$ cat config.mk
export PLATFORM = sky130hd
export DESIGN_NAME = smr_top
export DESIGN_NICKNAME = d
export VERILOG_FILES = /design/src/rtl/smr_pkg.sv /design/src/rtl/smr_fifo_if.sv /design/src/rtl/smr_fifo.sv /design/src/rtl/smr_top.sv
export VERILOG_INCLUDE_DIRS = /design/src /design/src/rtl
export SDC_FILE = /design/constraint.sdc
export NUM_CORES = 1
export LEC_CHECK = 0
export BUFFER_PORTS_ARGS = -buffer_cell sky130_fd_sc_hd__buf_2
export CAP_MARGIN = 20
export CORE_AREA = 2 2 210 212
export DETAILED_ROUTE_END_ITERATION = 12
export DIE_AREA = 0 0 212 214
export PLACE_DENSITY = 0.69
export RECOVER_POWER = 50
export SYNTH_ARGS = -nofsm -noshare
export SYNTH_HDL_FRONTEND = slang
export SYNTH_HIERARCHICAL = 1
export SYNTH_SLANG_ARGS = --single-unit
$ cat constraint.sdc
create_clock -name CLK_IN -period 5 [get_ports CLK_IN]
set_input_delay 0.5 -clock CLK_IN [delete_from_list [all_inputs] [get_ports CLK_IN]]
set_output_delay 0.5 -clock CLK_IN [all_outputs]
set_load 0.02 [all_outputs]
$ cat src/rtl/smr_cfg.svh
// constants of the satellite manchester receiver
// assumes a 5 ns system clock; included by package and modules
`ifndef SMR_CFG_SVH
`define SMR_CFG_SVH
`define SMR_CLK_NS 5
`define SMR_CYC_UP(ns) (((ns) + `SMR_CLK_NS - 1) / `SMR_CLK_NS)
`define SMR_CYC_DN(ns) ((ns) / `SMR_CLK_NS)
// ---------------------------------------------------------------
// timing
// ---------------------------------------------------------------
`define SMR_STARTUP_NS 28650
`define SMR_FAULT_NS 200000
`define SMR_R0_MIN_NS 15000
`define SMR_R0_MAX_NS 25000
`define SMR_R1_MIN_NS 7500
`define SMR_R1_MAX_NS 12500
`define SMR_R2_MIN_NS 30000
`define SMR_R2_MAX_NS 50000
`define SMR_R3_MIN_NS 3750
`define SMR_R3_MAX_NS 6250
// ---------------------------------------------------------------
// framing and fifo
// ---------------------------------------------------------------
`define SMR_DATA_W 12
`define SMR_SH_W 17
`define SMR_A_BITS 5'h11
`define SMR_B_BASE 5'h09
`define SMR_CRC_POLY 5'h05
`define SMR_CRC_SEED 5'h00
`define SMR_FIFO_DEPTH 2
`endif

$ cat src/rtl/smr_pkg.sv
// types of the satellite manchester receiver
// assumes smr_cfg.svh on the include path
`include "smr_cfg.svh"
package smr_pkg;
  typedef enum logic [2:0] {
    S_OFF = 3'b000,
    S_IDLE = 3'b001,
    S_HUNT = 3'b010,
    S_SYNC = 3'b011,
    S_DATA = 3'b100
  } smr_state_t;
  typedef enum logic [1:0] {
    C_OK = 2'b00,
    C_BITTIME = 2'b01,
    C_TOOMANY = 2'b10,
    C_COMM = 2'b11
  } smr_code_t;
  typedef struct packed {
    smr_code_t code;
    logic [`SMR_DATA_W-1:0] data;
  } smr_entry_t;
  typedef struct packed {
    smr_state_t st;
    logic [15:0] ctr;
    logic [15:0] quiet;
    logic [15:0] bref;
    logic early;
    logic [4:0] nbits;
    logic [`SMR_SH_W-1:0] sh;
    logic line;
    logic [15:0] ocnt;
    logic oc;
    logic sw;
    smr_entry_t rd;
  } smr_ch_t;
  typedef struct packed {
    smr_ch_t [1:0] ch;
    logic [15:0] boot;
    logic booted;
    logic message_waiting_out;
  } smr_top_t;
endpackage

$ cat src/rtl/smr_fifo_if.sv
// link between a decoder channel and its result fifo
// assumes one clock domain shared by both ends
`timescale 1ns/1ps
interface smr_fifo_if;
  import smr_pkg::*;
  logic push;
  smr_entry_t wdata;
  logic pop;
  logic flush;
  smr_entry_t head;
  logic [1:0] count;
  logic lost;
  modport fifo(input push, wdata, pop, flush,
    output head, count, lost);
  modport user(output push, wdata, pop, flush,
    input head, count, lost);
endinterface

$ cat src/rtl/smr_fifo.sv
// result fifo of one channel, oldest entry dropped on overflow
// assumes pop and flush are one-cycle pulses from the top
`timescale 1ns/1ps
`include "smr_cfg.svh"
module smr_fifo import smr_pkg::*; #(
  parameter int DEPTH = `SMR_FIFO_DEPTH
) (
  input wire logic clk_in,
  input wire logic rst_in,
  smr_fifo_if.fifo f
);
  typedef struct packed {
    smr_entry_t [DEPTH-1:0] e;
    logic [1:0] cnt;
    logic lost;
  } smr_fifo_t;
  smr_fifo_t s;
  smr_fifo_t next_s;

  // ---------------------------------------------------------------
  // next state
  // ---------------------------------------------------------------
  always_comb begin
    next_s = s;
    if (f.flush) begin
      next_s.cnt = 2'h0;
      next_s.lost = 1'b0;
    end else if (f.pop && s.cnt != 2'h0) begin
      for (int k = 0; k < DEPTH - 1; k++) begin
        next_s.e[k] = s.e[k+1];
      end
      next_s.cnt = s.cnt - 2'h1;
      next_s.lost = 1'b0;
    end
    if (f.push) begin
      if (next_s.cnt == 2'(DEPTH)) begin
        for (int k = 0; k < DEPTH - 1; k++) begin
          next_s.e[k] = next_s.e[k+1];
        end
        next_s.e[DEPTH-1] = f.wdata;
        next_s.lost = 1'b1;
      end else begin
        next_s.e[next_s.cnt] = f.wdata;
        next_s.cnt = next_s.cnt + 2'h1;
      end
    end
  end

  always_ff @(posedge clk_in) begin
    if (rst_in) begin
      s <= '0;
    end else begin
      s <= next_s;
    end
  end

  assign f.head = s.e[0];
  assign f.count = s.cnt;
  assign f.lost = s.lost;
endmodule

$ cat src/rtl/smr_top.sv
// two-channel satellite manchester receiver with result fifos
// assumes comparator streams and config bits synchronous to CLK_IN
`timescale 1ns/1ps
`include "smr_cfg.svh"
module smr_top import smr_pkg::*; #(
  parameter logic [15:0] STARTUP_CYC =
    16'(`SMR_CYC_UP(`SMR_STARTUP_NS)),
  parameter logic [15:0] FAULT_CYC =
    16'(`SMR_CYC_DN(`SMR_FAULT_NS)),
  parameter logic [15:0] RMIN_CYC [4] = '{
    16'(`SMR_CYC_UP(`SMR_R0_MIN_NS)),
    16'(`SMR_CYC_UP(`SMR_R1_MIN_NS)),
    16'(`SMR_CYC_UP(`SMR_R2_MIN_NS)),
    16'(`SMR_CYC_UP(`SMR_R3_MIN_NS))},
  parameter logic [15:0] RMAX_CYC [4] = '{
    16'(`SMR_CYC_DN(`SMR_R0_MAX_NS)),
    16'(`SMR_CYC_DN(`SMR_R1_MAX_NS)),
    16'(`SMR_CYC_DN(`SMR_R2_MAX_NS)),
    16'(`SMR_CYC_DN(`SMR_R3_MAX_NS))}
) (
  input wire logic CLK_IN,
  input wire logic RST_IN,
  input wire logic [1:0] SAT_LINE_IN,
  input wire logic [1:0] SAT_ENABLE_IN,
  input wire logic [1:0] DECODE_ENABLE_IN,
  input wire logic [1:0] PROTO_B_IN,
  input wire logic ODD_PARITY_IN,
  input wire logic MSG_ACTIVE_LOW_IN,
  input wire logic MSG_QUIET_IN,
  input wire logic SAT_SELECT_IN,
  input wire logic [3:0] SPEED_RANGE_IN,
  input wire logic [3:0] B_LENGTH_IN,
  input wire logic [1:0] CUR_LIMIT_IN,
  input wire logic [1:0] REENABLE_IN,
  input wire logic [1:0] READ_IN,
  input wire logic [1:0] FLUSH_IN,
  output logic SATELLITE_OUTPUT_ONE_OUT,
  output logic SATELLITE_OUTPUT_TWO_OUT,
  output logic [1:0] OVERCURRENT_OUT,
  output logic [27:0] READ_DATA_OUT,
  output logic [1:0] DATA_LOST_OUT,
  output logic MESSAGE_WAITING_OUT
);
  smr_top_t s;
  smr_top_t next_s;
  logic [1:0] edg;
  logic [1:0] rise;
  logic [1:0] bt_ev;
  logic [1:0] tmb_ev;
  logic [1:0] cen_ev;
  logic [1:0] done_ev;
  logic [1:0] comm_bad;
  logic [1:0] push;
  smr_entry_t [1:0] wd;
  logic [1:0][15:0] rmin;
  logic [1:0][15:0] rmax;
  logic [1:0][15:0] lo;
  logic [1:0][15:0] hi;
  logic [1:0][15:0] idle;
  logic [1:0][4:0] expn;
  logic [1:0] any_msg;
  // fifo views as plain arrays; loop index cannot pick an interface
  logic [1:0][1:0] f_count;
  smr_entry_t [1:0] f_head;

  smr_fifo_if fi[2] ();

  // ---------------------------------------------------------------
  // helpers
  // ---------------------------------------------------------------
  // crc over data, x5+x2+1
  function automatic logic [4:0] crc5(input logic [11:0] d);
    logic [4:0] c;
    logic fb;
    c = `SMR_CRC_SEED;
    for (int k = 11; k >= 0; k--) begin
      fb = c[4] ^ d[k];
      c = {c[3:0], 1'b0};
      if (fb) begin
        c = c ^ `SMR_CRC_POLY;
      end
    end
    return c;
  endfunction

  function automatic logic [15:0] inc(input logic [15:0] v);
    return (v == 16'hFFFF) ? v : v + 16'h0001;
  endfunction

  // ---------------------------------------------------------------
  // next state
  // ---------------------------------------------------------------
  always_comb begin
    smr_ch_t c;
    logic [10:0] mask;
    logic [1:0] blen;
    c = '0;
    mask = '0;
    blen = '0;
    next_s = s;
    edg = '0;
    rise = '0;
    bt_ev = '0;
    tmb_ev = '0;
    cen_ev = '0;
    done_ev = '0;
    comm_bad = '0;
    push = '0;
    wd = '0;
    rmin = '0;
    rmax = '0;
    lo = '0;
    hi = '0;
    idle = '0;
    expn = '0;
    any_msg = '0;
    if (!s.booted) begin
      next_s.boot = inc(s.boot);
      next_s.booted = (inc(s.boot) >= STARTUP_CYC);
    end
    for (int i = 0; i < 2; i++) begin
      c = s.ch[i];
      blen = B_LENGTH_IN[2*i+:2];
      rmin[i] = RMIN_CYC[SPEED_RANGE_IN[2*i+:2]];
      rmax[i] = RMAX_CYC[SPEED_RANGE_IN[2*i+:2]];
      // window is 75 to 125 percent
      lo[i] = s.ch[i].bref - {2'b00, s.ch[i].bref[15:2]};
      hi[i] = s.ch[i].bref + {2'b00, s.ch[i].bref[15:2]};
      // idle is 150 percent of range minimum
      idle[i] = rmin[i] + {1'b0, rmin[i][15:1]};
      expn[i] = PROTO_B_IN[i] ? `SMR_B_BASE + 5'(blen)
                              : `SMR_A_BITS;
      edg[i] = SAT_LINE_IN[i] != s.ch[i].line;
      rise[i] = edg[i] & SAT_LINE_IN[i];
      c.line = SAT_LINE_IN[i];
      c.ctr = inc(s.ch[i].ctr);
      c.quiet = edg[i] ? 16'h0000 : inc(s.ch[i].quiet);
      if (!DECODE_ENABLE_IN[i] || !s.booted) begin
        c.st = S_OFF;
        c.bref = rmin[i];
      end else begin
        case (s.ch[i].st)
          S_OFF: begin
            c.st = S_IDLE;
            c.quiet = 16'h0000;
          end
          S_IDLE: begin
            if (c.quiet >= idle[i]) begin
              c.st = S_HUNT;
            end
          end
          S_HUNT: begin
            if (rise[i]) begin
              c.st = S_SYNC;
              c.ctr = 16'h0000;
            end
          end
          S_SYNC: begin
            if (rise[i]) begin
              if (c.ctr < rmin[i] || c.ctr > rmax[i]) begin
                bt_ev[i] = 1'b1;
              end else begin
                c.bref = c.ctr;
                c.st = S_DATA;
                // one, so ctr is cycles since centre
                c.ctr = 16'h0001;
                c.nbits = 5'h00;
                c.early = 1'b0;
              end
            end else if (c.ctr > rmax[i]) begin
              bt_ev[i] = 1'b1;
            end
          end
          S_DATA: begin
            if (edg[i] && s.ch[i].ctr < lo[i]) begin
              // one early edge is a boundary
              // a second one is an error
              if (s.ch[i].early) begin
                bt_ev[i] = 1'b1;
              end else begin
                c.early = 1'b1;
              end
            end else if (edg[i] && s.ch[i].ctr <= hi[i]) begin
              cen_ev[i] = 1'b1;
              c.sh = {s.ch[i].sh[15:0], ~rise[i]};
              c.nbits = s.ch[i].nbits + 5'h01;
              c.ctr = 16'h0001;
              c.early = 1'b0;
              if (s.ch[i].nbits >= expn[i]) begin
                tmb_ev[i] = 1'b1;
              end
            end else if (edg[i]) begin
              bt_ev[i] = 1'b1;
            end else if (s.ch[i].ctr > hi[i] &&
                s.ch[i].nbits < expn[i]) begin
              bt_ev[i] = 1'b1;
            end else if (c.quiet >= idle[i] &&
                s.ch[i].nbits == expn[i]) begin
              done_ev[i] = 1'b1;
            end
          end
          default: begin
            c.st = S_OFF;
          end
        endcase
      end
      if (bt_ev[i] || tmb_ev[i]) begin
        c.st = S_IDLE;
        c.bref = rmin[i];
      end
      mask = 11'(11'h7FF >> (2'h3 - blen));
      if (PROTO_B_IN[i]) begin
        comm_bad[i] = (^(s.ch[i].sh[11:0] & {mask, 1'b1}))
                      != ODD_PARITY_IN;
      end else begin
        comm_bad[i] = crc5(s.ch[i].sh[16:5]) != s.ch[i].sh[4:0];
      end
      if (bt_ev[i]) begin
        push[i] = 1'b1;
        wd[i].code = C_BITTIME;
      end else if (tmb_ev[i]) begin
        push[i] = 1'b1;
        wd[i].code = C_TOOMANY;
      end else if (done_ev[i]) begin
        push[i] = 1'b1;
        c.st = S_HUNT;
        wd[i].code = comm_bad[i] ? C_COMM : C_OK;
        wd[i].data = PROTO_B_IN[i] ? {1'b0, s.ch[i].sh[11:1] & mask}
                                   : s.ch[i].sh[16:5];
      end
      if (s.ch[i].oc) begin
        c.ocnt = 16'h0000;
        c.oc = !(REENABLE_IN[i] && !CUR_LIMIT_IN[i]);
      end else if (CUR_LIMIT_IN[i] && s.ch[i].sw) begin
        c.ocnt = inc(s.ch[i].ocnt);
        c.oc = c.ocnt >= FAULT_CYC;
      end else begin
        c.ocnt = 16'h0000;
      end
      c.sw = SAT_ENABLE_IN[i] && !c.oc;
      if (READ_IN[i]) begin
        c.rd = (f_count[i] != 2'h0) ? f_head[i] : '0;
      end
      any_msg[i] = f_count[i] != 2'h0;
      next_s.ch[i] = c;
    end
    next_s.message_waiting_out = ((|any_msg) && !(MSG_QUIET_IN && SAT_SELECT_IN))
                 ^ MSG_ACTIVE_LOW_IN;
  end

  always_ff @(posedge CLK_IN) begin
    if (RST_IN) begin
      s <= '0;
    end else begin
      s <= next_s;
    end
  end

  // ---------------------------------------------------------------
  // fifos, one per channel
  // ---------------------------------------------------------------
  // two fourteen-bit entries each
  for (genvar g = 0; g < 2; g++) begin : g_ch
    assign fi[g].push = push[g];
    assign fi[g].wdata = wd[g];
    assign fi[g].pop = READ_IN[g];
    assign fi[g].flush = FLUSH_IN[g];
    assign f_count[g] = fi[g].count;
    assign f_head[g] = fi[g].head;
    assign DATA_LOST_OUT[g] = fi[g].lost;
    assign OVERCURRENT_OUT[g] = s.ch[g].oc;
    assign READ_DATA_OUT[14*g+:14] = s.ch[g].rd;

    smr_fifo #(
      .DEPTH(`SMR_FIFO_DEPTH)
    ) u_fifo (
      .clk_in(CLK_IN),
      .rst_in(RST_IN),
      .f(fi[g])
    );

    // -------------------------------------------------------------
    // checks
    // -------------------------------------------------------------
    a_bt_revert:
    assert property (@(posedge CLK_IN) disable iff (RST_IN)
      bt_ev[g] |=> s.ch[g].st == S_IDLE &&
        s.ch[g].bref == $past(rmin[g]))
    else $error("timing error did not restore minimum");
    a_err_push:
    assert property (@(posedge CLK_IN) disable iff (RST_IN)
      (bt_ev[g] || tmb_ev[g]) |-> push[g] && wd[g].code != C_OK)
    else $error("error not pushed at once");
    a_center_win:
    assert property (@(posedge CLK_IN) disable iff (RST_IN)
      cen_ev[g] |-> s.ch[g].ctr >= lo[g] && s.ch[g].ctr <= hi[g])
    else $error("bit centre outside window");
    a_early_ignore:
    assert property (@(posedge CLK_IN) disable iff (RST_IN)
      (s.ch[g].st == S_DATA && edg[g] && s.ch[g].ctr < lo[g] &&
        !s.ch[g].early && DECODE_ENABLE_IN[g])
      |=> s.ch[g].early && $stable(s.ch[g].nbits))
    else $error("early edge changed bit count");
    a_bit_value:
    assert property (@(posedge CLK_IN) disable iff (RST_IN)
      cen_ev[g] |=> s.ch[g].sh[0] == !$past(rise[g]))
    else $error("bit value wrong for edge direction");
    a_crc_fault:
    assert property (@(posedge CLK_IN) disable iff (RST_IN)
      (done_ev[g] && !PROTO_B_IN[g] &&
        crc5(s.ch[g].sh[16:5]) != s.ch[g].sh[4:0])
      |-> wd[g].code == C_COMM)
    else $error("crc mismatch not reported");
    a_lost_set:
    assert property (@(posedge CLK_IN) disable iff (RST_IN)
      (push[g] && fi[g].count == 2'h2 && !READ_IN[g] &&
        !FLUSH_IN[g]) |=> fi[g].lost && fi[g].count == 2'h2)
    else $error("overflow did not set lost flag");
    a_fill_clean:
    assert property (@(posedge CLK_IN) disable iff (RST_IN)
      (push[g] && fi[g].count == 2'h1 && !fi[g].lost &&
        !READ_IN[g]) |=> !fi[g].lost ##1 1'b1)
    else $error("filling to capacity set lost flag");
    a_lost_clear:
    assert property (@(posedge CLK_IN) disable iff (RST_IN)
      ((READ_IN[g] || FLUSH_IN[g]) && !push[g]) |=> !fi[g].lost)
    else $error("read or flush left lost flag");
    a_oc_latch:
    assert property (@(posedge CLK_IN) disable iff (RST_IN)
      (s.ch[g].oc && !REENABLE_IN[g]) |=> s.ch[g].oc && !s.ch[g].sw)
    else $error("latched channel came back alone");
    a_boot_quiet:
    assert property (@(posedge CLK_IN) disable iff (RST_IN)
      !s.booted |-> !push[g])
    else $error("decoded before startup wait");
  end

  a_msg_wait:
  assert property (@(posedge CLK_IN) disable iff (RST_IN)
    (!MSG_QUIET_IN && !MSG_ACTIVE_LOW_IN &&
      (fi[0].count != 2'h0 || fi[1].count != 2'h0))
    |=> MESSAGE_WAITING_OUT)
  else $error("message waiting not shown");
  a_msg_polarity:
  assert property (@(posedge CLK_IN) disable iff (RST_IN)
    (MSG_ACTIVE_LOW_IN && fi[0].count == 2'h0 &&
      fi[1].count == 2'h0) |=> MESSAGE_WAITING_OUT)
  else $error("active low idle level wrong");

  // ---------------------------------------------------------------
  // outputs
  // ---------------------------------------------------------------
  assign SATELLITE_OUTPUT_ONE_OUT = s.ch[0].sw;
  assign SATELLITE_OUTPUT_TWO_OUT = s.ch[1].sw;
  assign MESSAGE_WAITING_OUT = s.message_waiting_out;
endmodule

# [Yosys cells after proc, flatten, opt, wreduce, memory -nomap -nowiden]
# Cells that the tools add are included.
[totals] word_cells=460 out_inout_bits=35 register_bits=294
[classes] n_addsub=23 n_lt_le_gt_ge=25 bitwise_logic=61 n_shift=2 reduce_logical=59 n_eq_ne=37 mux=212
[ops] operator="two-way mux 16 bit" n=29
[ops] operator="two-way mux 22 bit" n=6
[ops] operator="two-way mux 5 bit" n=26
[ops] operator="binary-select mux 16 bit (select 2 bit)" n=4
[ops] operator="two-way mux 19 bit" n=6
[ops] operator="two-way mux 3 bit" n=38
[ops] operator="adder 16 x 1 -> 16 bit, second input constant" n=7
[ops] operator="== test 16 bit, second input constant" n=7
[ops] operator="two-way mux 14 bit" n=8
[ops] operator="case mux 16 bit (3 select lines)" n=2
[ops] operator="two-way mux 12 bit" n=6
[ops] operator="two-way mux 17 bit" n=4
[ops] operator="greater-than comparator 16 bit" n=4
[ops] operator="less-than comparator 16 bit" n=4
[ops] operator="two-way mux 32 bit" n=2
[ops] operator="two-way mux 1 bit" n=59
[ops] operator="bitwise mux 28 bit" n=2
[ops] operator="two-way mux 28 bit" n=2
[ops] operator="two-way mux 23 bit" n=2
[ops] operator="inverter 2 bit" n=22
[ops] operator="adder 16 x 14 -> 16 bit" n=2
[ops] operator="adder 16 x 15 -> 16 bit" n=2
[ops] operator=">= comparator 16 bit" n=2
[ops] operator=">= comparator 16 bit, second input constant" n=2
[ops] operator="48 further kinds" n=171

# [Longest topological paths before layout]
[logic_depth] depth_word=44 ltp_mapped=28 depth_no_buf=26

# [By module]
# Netlist, hierarchy kept.
[modules_own_cells] module="smr_top" cells_per_inst=2251 instances=1 area_each_um2=18268.8
[modules_own_cells] module="smr_fifo" cells_per_inst=170 instances=2 area_each_um2=1572.8

# [Worst setup path after synthesis]
# OpenSTA, ideal clock, no wires.
[synth_path] path_kind="register to register" from="register s[183] (netlist bit)" to="register g_ch[1].u_fifo/s[20] (netlist bit)" t_arrival_ns=5.300 period_less_slack_ns=5.365 path_buffers=2 setup_slack_ns=-0.365 stages_incl_launch_ff=27 cell_sequence="dfxtp_1 -> ha_1 -> inv_1 -> fa_1 -> a21o_1 -> a21oi_1 -> o21bai_1 -> a31o_2 -> a41oi_1 -> a21oi_1 -> a21o_1 -> a21oi_1 -> xnor2_1 -> ha_1 -> nand4_1 -> a2111oi_1 -> a2111oi_0 -> a31o_2 -> a21o_1 -> or2_1 -> o21ai_0 -> nand2_1 -> clkbuf_1 -> nand2_1 -> clkbuf_1 -> a22oi_1 -> nor2_1"
[synth_lines] item="from (decl)" line_no="smr_top.sv:44" source="smr_top_t s;"
[synth_lines] item="from (signal assigned)" line_no="smr_top.sv:255" source="s <= next_s;"
[synth_lines] item="adder 16 x 14 -> 16 bit" line_no="smr_top.sv:128" source="hi[i] = s.ch[i].bref + {2'b00, s.ch[i].bref[15:2]};"
[synth_lines] item="greater-than comparator 16 bit" line_no="smr_top.sv:194" source="end else if (s.ch[i].ctr > hi[i] &&"
[synth_lines] item="logical AND 1 bit" line_no="smr_top.sv:194"
[synth_lines] item="two-way mux 1 bit" line_no="smr_top.sv:194"
[synth_lines] item="two-way mux 1 bit" line_no="smr_top.sv:192" source="end else if (edg[i]) begin"
[synth_lines] item="two-way mux 1 bit" line_no="smr_top.sv:183" source="end else if (edg[i] && s.ch[i].ctr <= hi[i]) begin"
[synth_lines] item="two-way mux 1 bit" line_no="smr_top.sv:175" source="if (edg[i] && s.ch[i].ctr < lo[i]) begin"
[synth_lines] item="two-way mux 1 bit" line_no="smr_top.sv:142" source="case (s.ch[i].st)"
[synth_lines] item="two-way mux 1 bit" line_no="smr_top.sv:138" source="if (!DECODE_ENABLE_IN[i] || !s.booted) begin"
[synth_lines] item="two-way mux 1 bit" line_no="smr_top.sv:224" source="end else if (done_ev[i]) begin"
[synth_lines] item="two-way mux 1 bit" line_no="smr_top.sv:221" source="end else if (tmb_ev[i]) begin"
[synth_lines] item="two-way mux 1 bit (*)" line_no="smr_top.sv:218" source="if (bt_ev[i]) begin"
[synth_lines] item="named net fi[1].push" line_no="smr_fifo_if.sv:6" source="logic push;"
[synth_lines] item="to (signal assigned)" line_no="smr_fifo.sv:53" source="s <= next_s;"
[synth_lines] item="to (decl)" line_no="smr_fifo.sv:17" source="smr_fifo_t s;"
# Mark *: on every way through the listed nets, which the timed path passes. The rest lies on a longest branch.
# A chain may end at the register's enable or synchronous reset.

# [Worst setup path after layout]
[layout_path] from="register s[181] (netlist bit)" to="register g_ch[1].u_fifo.s, in the netlist g_ch[1].u_fifo/f.count[1]"
[layout_via] elab_chain_cells=13
[layout_rtl] item="adder 16 x 14 -> 16 bit" line_no="smr_top.sv:128"
[layout_rtl] item="greater-than comparator 16 bit" line_no="smr_top.sv:194"
[layout_rtl] item="logical AND 1 bit" line_no="smr_top.sv:194"
[layout_rtl] item="two-way mux 1 bit" line_no="smr_top.sv:194"
[layout_rtl] item="two-way mux 1 bit" line_no="smr_top.sv:192"
[layout_rtl] item="two-way mux 1 bit" line_no="smr_top.sv:183"
[layout_rtl] item="two-way mux 1 bit" line_no="smr_top.sv:175"
[layout_rtl] item="two-way mux 1 bit" line_no="smr_top.sv:142"
[layout_rtl] item="two-way mux 1 bit" line_no="smr_top.sv:138"
[layout_rtl] item="two-way mux 1 bit" line_no="smr_top.sv:224"
[layout_rtl] item="two-way mux 1 bit" line_no="smr_top.sv:221"
[layout_rtl] item="two-way mux 1 bit (*)" line_no="smr_top.sv:218"
[layout_rtl] item="named net fi[1].push" line_no="smr_fifo_if.sv:6"
[layout_rtl] item="two-way mux 17 bit (*)" line_no="smr_fifo.sv:35" source="if (f.push) begin"
# Marked as above.

==> results_dict.tcl <==
set metrics [dict create \
    status "finished, violations left" \
    failed_checks "setup timing" \
    io_buffers 64 \
    drt.antenna.violating_nets 0 \
    start_util_pct 49.93 \
    synth.net_count 2866 \
    fmax_mhz 193.3 \
    grt_antenna_before_repair 0 \
    drt-initial-drc-count 1443 \
    worst-setup-path-type "register to register" \
    critical_path.startpoint_type "register" \
    final_layout_size_suffix_gt1_share_pct 18.28 \
    htreeDepth 2 \
    cts.clk_slew.worst_paths_ns 0.06 \
    finalSetupTns_ns -3.860 \
    area_growth_syn_to_layout_pct 17.00 \
    grt_usage_pct 23.56 \
    grt_total_ovfl 0 \
    final-max-slew-violation-count 0 \
    max-vdd-ir-drop_v 0.0003216 \
    largest_net_degree_at_the_start_of_global_routing 92 \
    yosys_register_bits 294 \
    synth_ff_type "sky130_fd_sc_hd__dfxtp_1" \
    hpwlAfterDp_mm 39.52 \
    standby_leakage_power_nw 10.56 \
    finClkSkew_ns 0.01786 \
    period_share_pct 103.5 \
    synth_enable_flop_cells 0 \
    final_util_pct 58.42 \
    post_synth_inst_count 2591 \
    maxSlewHeadroom_pct 43.47 \
    wire_length_of_the_first_global_routing_pass_mm 89.98 \
    seq_area_frac_synth_pct 27.48 \
    async_reset_ff_share_pct 0 \
    wire_per_inst_um 17.03 \
    clk_buf_depth 3 \
    crit_arrival_ns 5.63 \
    hold_class "input pin to register" \
    clkLatencyLatePin_ns 0.55 \
    dp_cells 3184 \
    finalNonFillerCells 3300 \
    hold_buffer_count_at_cts 0 \
    horizontal_die_dimension_um 212 \
    post-route-worst-setup-slack_ns -0.1739 \
    nets 2964 \
    placed_cell_area_sq_um 22440 \
    avgSynthCellArea_sq_um 8.265 \
    period_needed_ns 5.174 \
    whs_ns 0.1841 \
    rsz0062_at_grt "yes" \
    critical_path.endpoint_type "register" \
    chipHeight_um 214 \
    number_of_ports_placed_on_the_die_boundary 65 \
    drt-vias-per-instance 5.774 \
    tightestPinTransition_ns 0.8415 \
    clk_root_buffer_cell "sky130_fd_sc_hd__clkbuf_16" \
    routed_wirelength_mm 56.20 \
    ys_types 85 \
    remaining_drc_errors 0 \
    timing.critical_path.required_ns 5.46 \
    gp_routability_congestion 0.9216 \
    cp_max_fo 7 \
    ys_warn_count 6 \
    cell_rows 76 \
    core_area_sq_um 42890 \
    setup_viol 41 \
    vias 19060 \
    clock_sinks 294 \
    cellPowerDensity_nw_per_um2 240.8 \
    tritoncts "built" \
    cts_inserted_buffers 36 \
    drt_pass1_iterations 5 \
    final_cell_mix "sky130_fd_sc_hd__dfxtp_1 (289), sky130_fd_sc_hd__nor2_1 (289), sky130_fd_sc_hd__ha_1 (235), sky130_fd_sc_hd__a21oi_1 (142), sky130_fd_sc_hd__buf_4 (134)" \
    design.die.area_sq_um 45370 \
    via_count_of_the_first_global_routing_pass 18680 \
    finish.instance_area_sq_um 25060 \
    synth.cell_area_sq_um 21410 \
    max_cap_violations 0 \
    final-hold-violation-count 0 \
]
## per-stage QoR
stage                     worst slack (ns)  power, mW
final                              -0.1739      6.032
after floorplan                   0.004955      2.984
after global placement             -0.2599      3.211
after detailed placement           -0.4043      3.238
after global routing               -0.4320      6.263
after CTS                         0.004605      6.036
## power breakdown
group | total, mW | internal (mW) | switching (mW)
registers | 2.39 | 2.37 | 0.0259
clock network | 2.76 | 1.67 | 1.09
logic | 0.880 | 0.380 | 0.499
## registers in the layout (all words and copies together), names as in the netlist
name / flops
g_ch.u_fifo/f.count: 4
g_ch.u_fifo/s: 28
READ_DATA_OUT: 28
g_ch.u_fifo/f.lost: 2
MESSAGE_WAITING_OUT: 1
SATELLITE_OUTPUT_TWO_OUT: 1
s: 199
OVERCURRENT_OUT: 2
g_ch.u_fifo/f.head: 28
SATELLITE_OUTPUT_ONE_OUT: 1
## cells by family after synthesis
family / share of synthesized area [%]
mux: 5.603
simple gates: 20.79
compound gates: 16.39
flops: 27.48
fa+ha+maj: 14.46
xor+xnor: 8.139
buf+inv: 7.140
## metal layers
| layer | routed length (um) | share of wire, % | global-route usage (%) |
|---|---|---|---|
| met1 | 24870 | 44 | 30.21 |
| met2 | 27310 | 49 | 41.04 |
| met3 | 2280 | 4.1 | 2.580 |
| met4 | 1743 | 3.1 | 7.676 |
| met5 | 0 | 0 | 0 |
## Yosys cell counts, types with 12 or more instances
master	count	share of area, %
sky130_fd_sc_hd__nor2_1	298	5.2
sky130_fd_sc_hd__dfxtp_1	294	27
sky130_fd_sc_hd__ha_1	241	14
sky130_fd_sc_hd__a21oi_1	161	3.8
sky130_fd_sc_hd__inv_1	138	2.4
sky130_fd_sc_hd__nand2_1	135	2.4
sky130_fd_sc_hd__xnor2_1	128	5.2
sky130_fd_sc_hd__mux2i_1	112	5.2
sky130_fd_sc_hd__nand3_1	86	2.0
sky130_fd_sc_hd__clkbuf_1	84	1.5
sky130_fd_sc_hd__nor3_1	76	1.8
sky130_fd_sc_hd__o21ai_0	75	1.8
sky130_fd_sc_hd__nor2b_1	71	2.1
sky130_fd_sc_hd__xor2_1	71	2.9
sky130_fd_sc_hd__buf_4	66	2.3
sky130_fd_sc_hd__nand4_1	39	1.1
sky130_fd_sc_hd__a22oi_1	35	1.2
sky130_fd_sc_hd__o22ai_1	33	0.96
sky130_fd_sc_hd__a21o_1	32	1.1
sky130_fd_sc_hd__nand2b_1	29	0.85
sky130_fd_sc_hd__a211oi_1	24	0.84
sky130_fd_sc_hd__and3_1	23	0.67
sky130_fd_sc_hd__a221oi_1	22	0.90
sky130_fd_sc_hd__and2_1	21	0.61
sky130_fd_sc_hd__a31oi_1	20	0.58
sky130_fd_sc_hd__nor4_1	17	0.50
sky130_fd_sc_hd__or2_2	17	0.50
sky130_fd_sc_hd__o211ai_1	16	0.56
sky130_fd_sc_hd__nor3b_1	14	0.49
sky130_fd_sc_hd__or3_1	14	0.41
sky130_fd_sc_hd__buf_2	13	0.30
sky130_fd_sc_hd__and4_1	12	0.49
sky130_fd_sc_hd__o21bai_1	12	0.42
## cell type report
class	count	area (sq um)
Antenna cell	1	2.502
Fill cell	3742	17830
Clock buffer	44	991.0
Sequential cell	294	5897
Tap cell	585	732.0
Inverter	139	524.3
Timing Repair Buffer	234	1800
Multi-Input combinational cell	1984	14870
Clock inverter	19	240.2
## critical path, cell delays in order (launching register included)
cell                        delay (ns)
sky130_fd_sc_hd__dfxtp_2          0.34
sky130_fd_sc_hd__inv_1            0.07
sky130_fd_sc_hd__ha_1             0.18
sky130_fd_sc_hd__inv_1            0.08
sky130_fd_sc_hd__fa_1             0.40
sky130_fd_sc_hd__a21o_1           0.21
sky130_fd_sc_hd__a21oi_2          0.15
sky130_fd_sc_hd__o21bai_1         0.12
sky130_fd_sc_hd__a31o_2           0.24
sky130_fd_sc_hd__a41oi_2          0.23
sky130_fd_sc_hd__a21oi_2          0.10
sky130_fd_sc_hd__a21o_1           0.21
sky130_fd_sc_hd__a21oi_2          0.17
sky130_fd_sc_hd__xnor2_1          0.15
sky130_fd_sc_hd__ha_1             0.27
sky130_fd_sc_hd__nand4_1          0.16
sky130_fd_sc_hd__a2111oi_4        0.06
sky130_fd_sc_hd__buf_4            0.17
sky130_fd_sc_hd__a21o_1           0.18
sky130_fd_sc_hd__a31o_2           0.23
sky130_fd_sc_hd__a21o_1           0.16
sky130_fd_sc_hd__or2_4            0.24
sky130_fd_sc_hd__o21ai_2          0.15
sky130_fd_sc_hd__nand2_1          0.08
sky130_fd_sc_hd__buf_6            0.14
sky130_fd_sc_hd__buf_6            0.13
sky130_fd_sc_hd__or2_4            0.26
sky130_fd_sc_hd__o32ai_2          0.21
## repair_timing
item                       in CTS  in global routing
pin swaps                      17                 84
setup endpoints to repair      85                129
resized for setup              49                187
setup buffers                  17                 31
cloned                          0                  5
## final timing paths
path | start | endpoint | slack, ns | cells past startpoint
max | s[181] | g_ch[1].u_fifo/f.count[1] | -0.17 | 27
min | SAT_ENABLE_IN[0] | SATELLITE_OUTPUT_ONE_OUT | 0.18 | 2
max reg2reg | s[181] | g_ch[1].u_fifo/f.count[1] | -0.17 | 27
min reg2reg | s[35] | s[35] | 0.48 | 2
(Power assumes the default switching activity.)
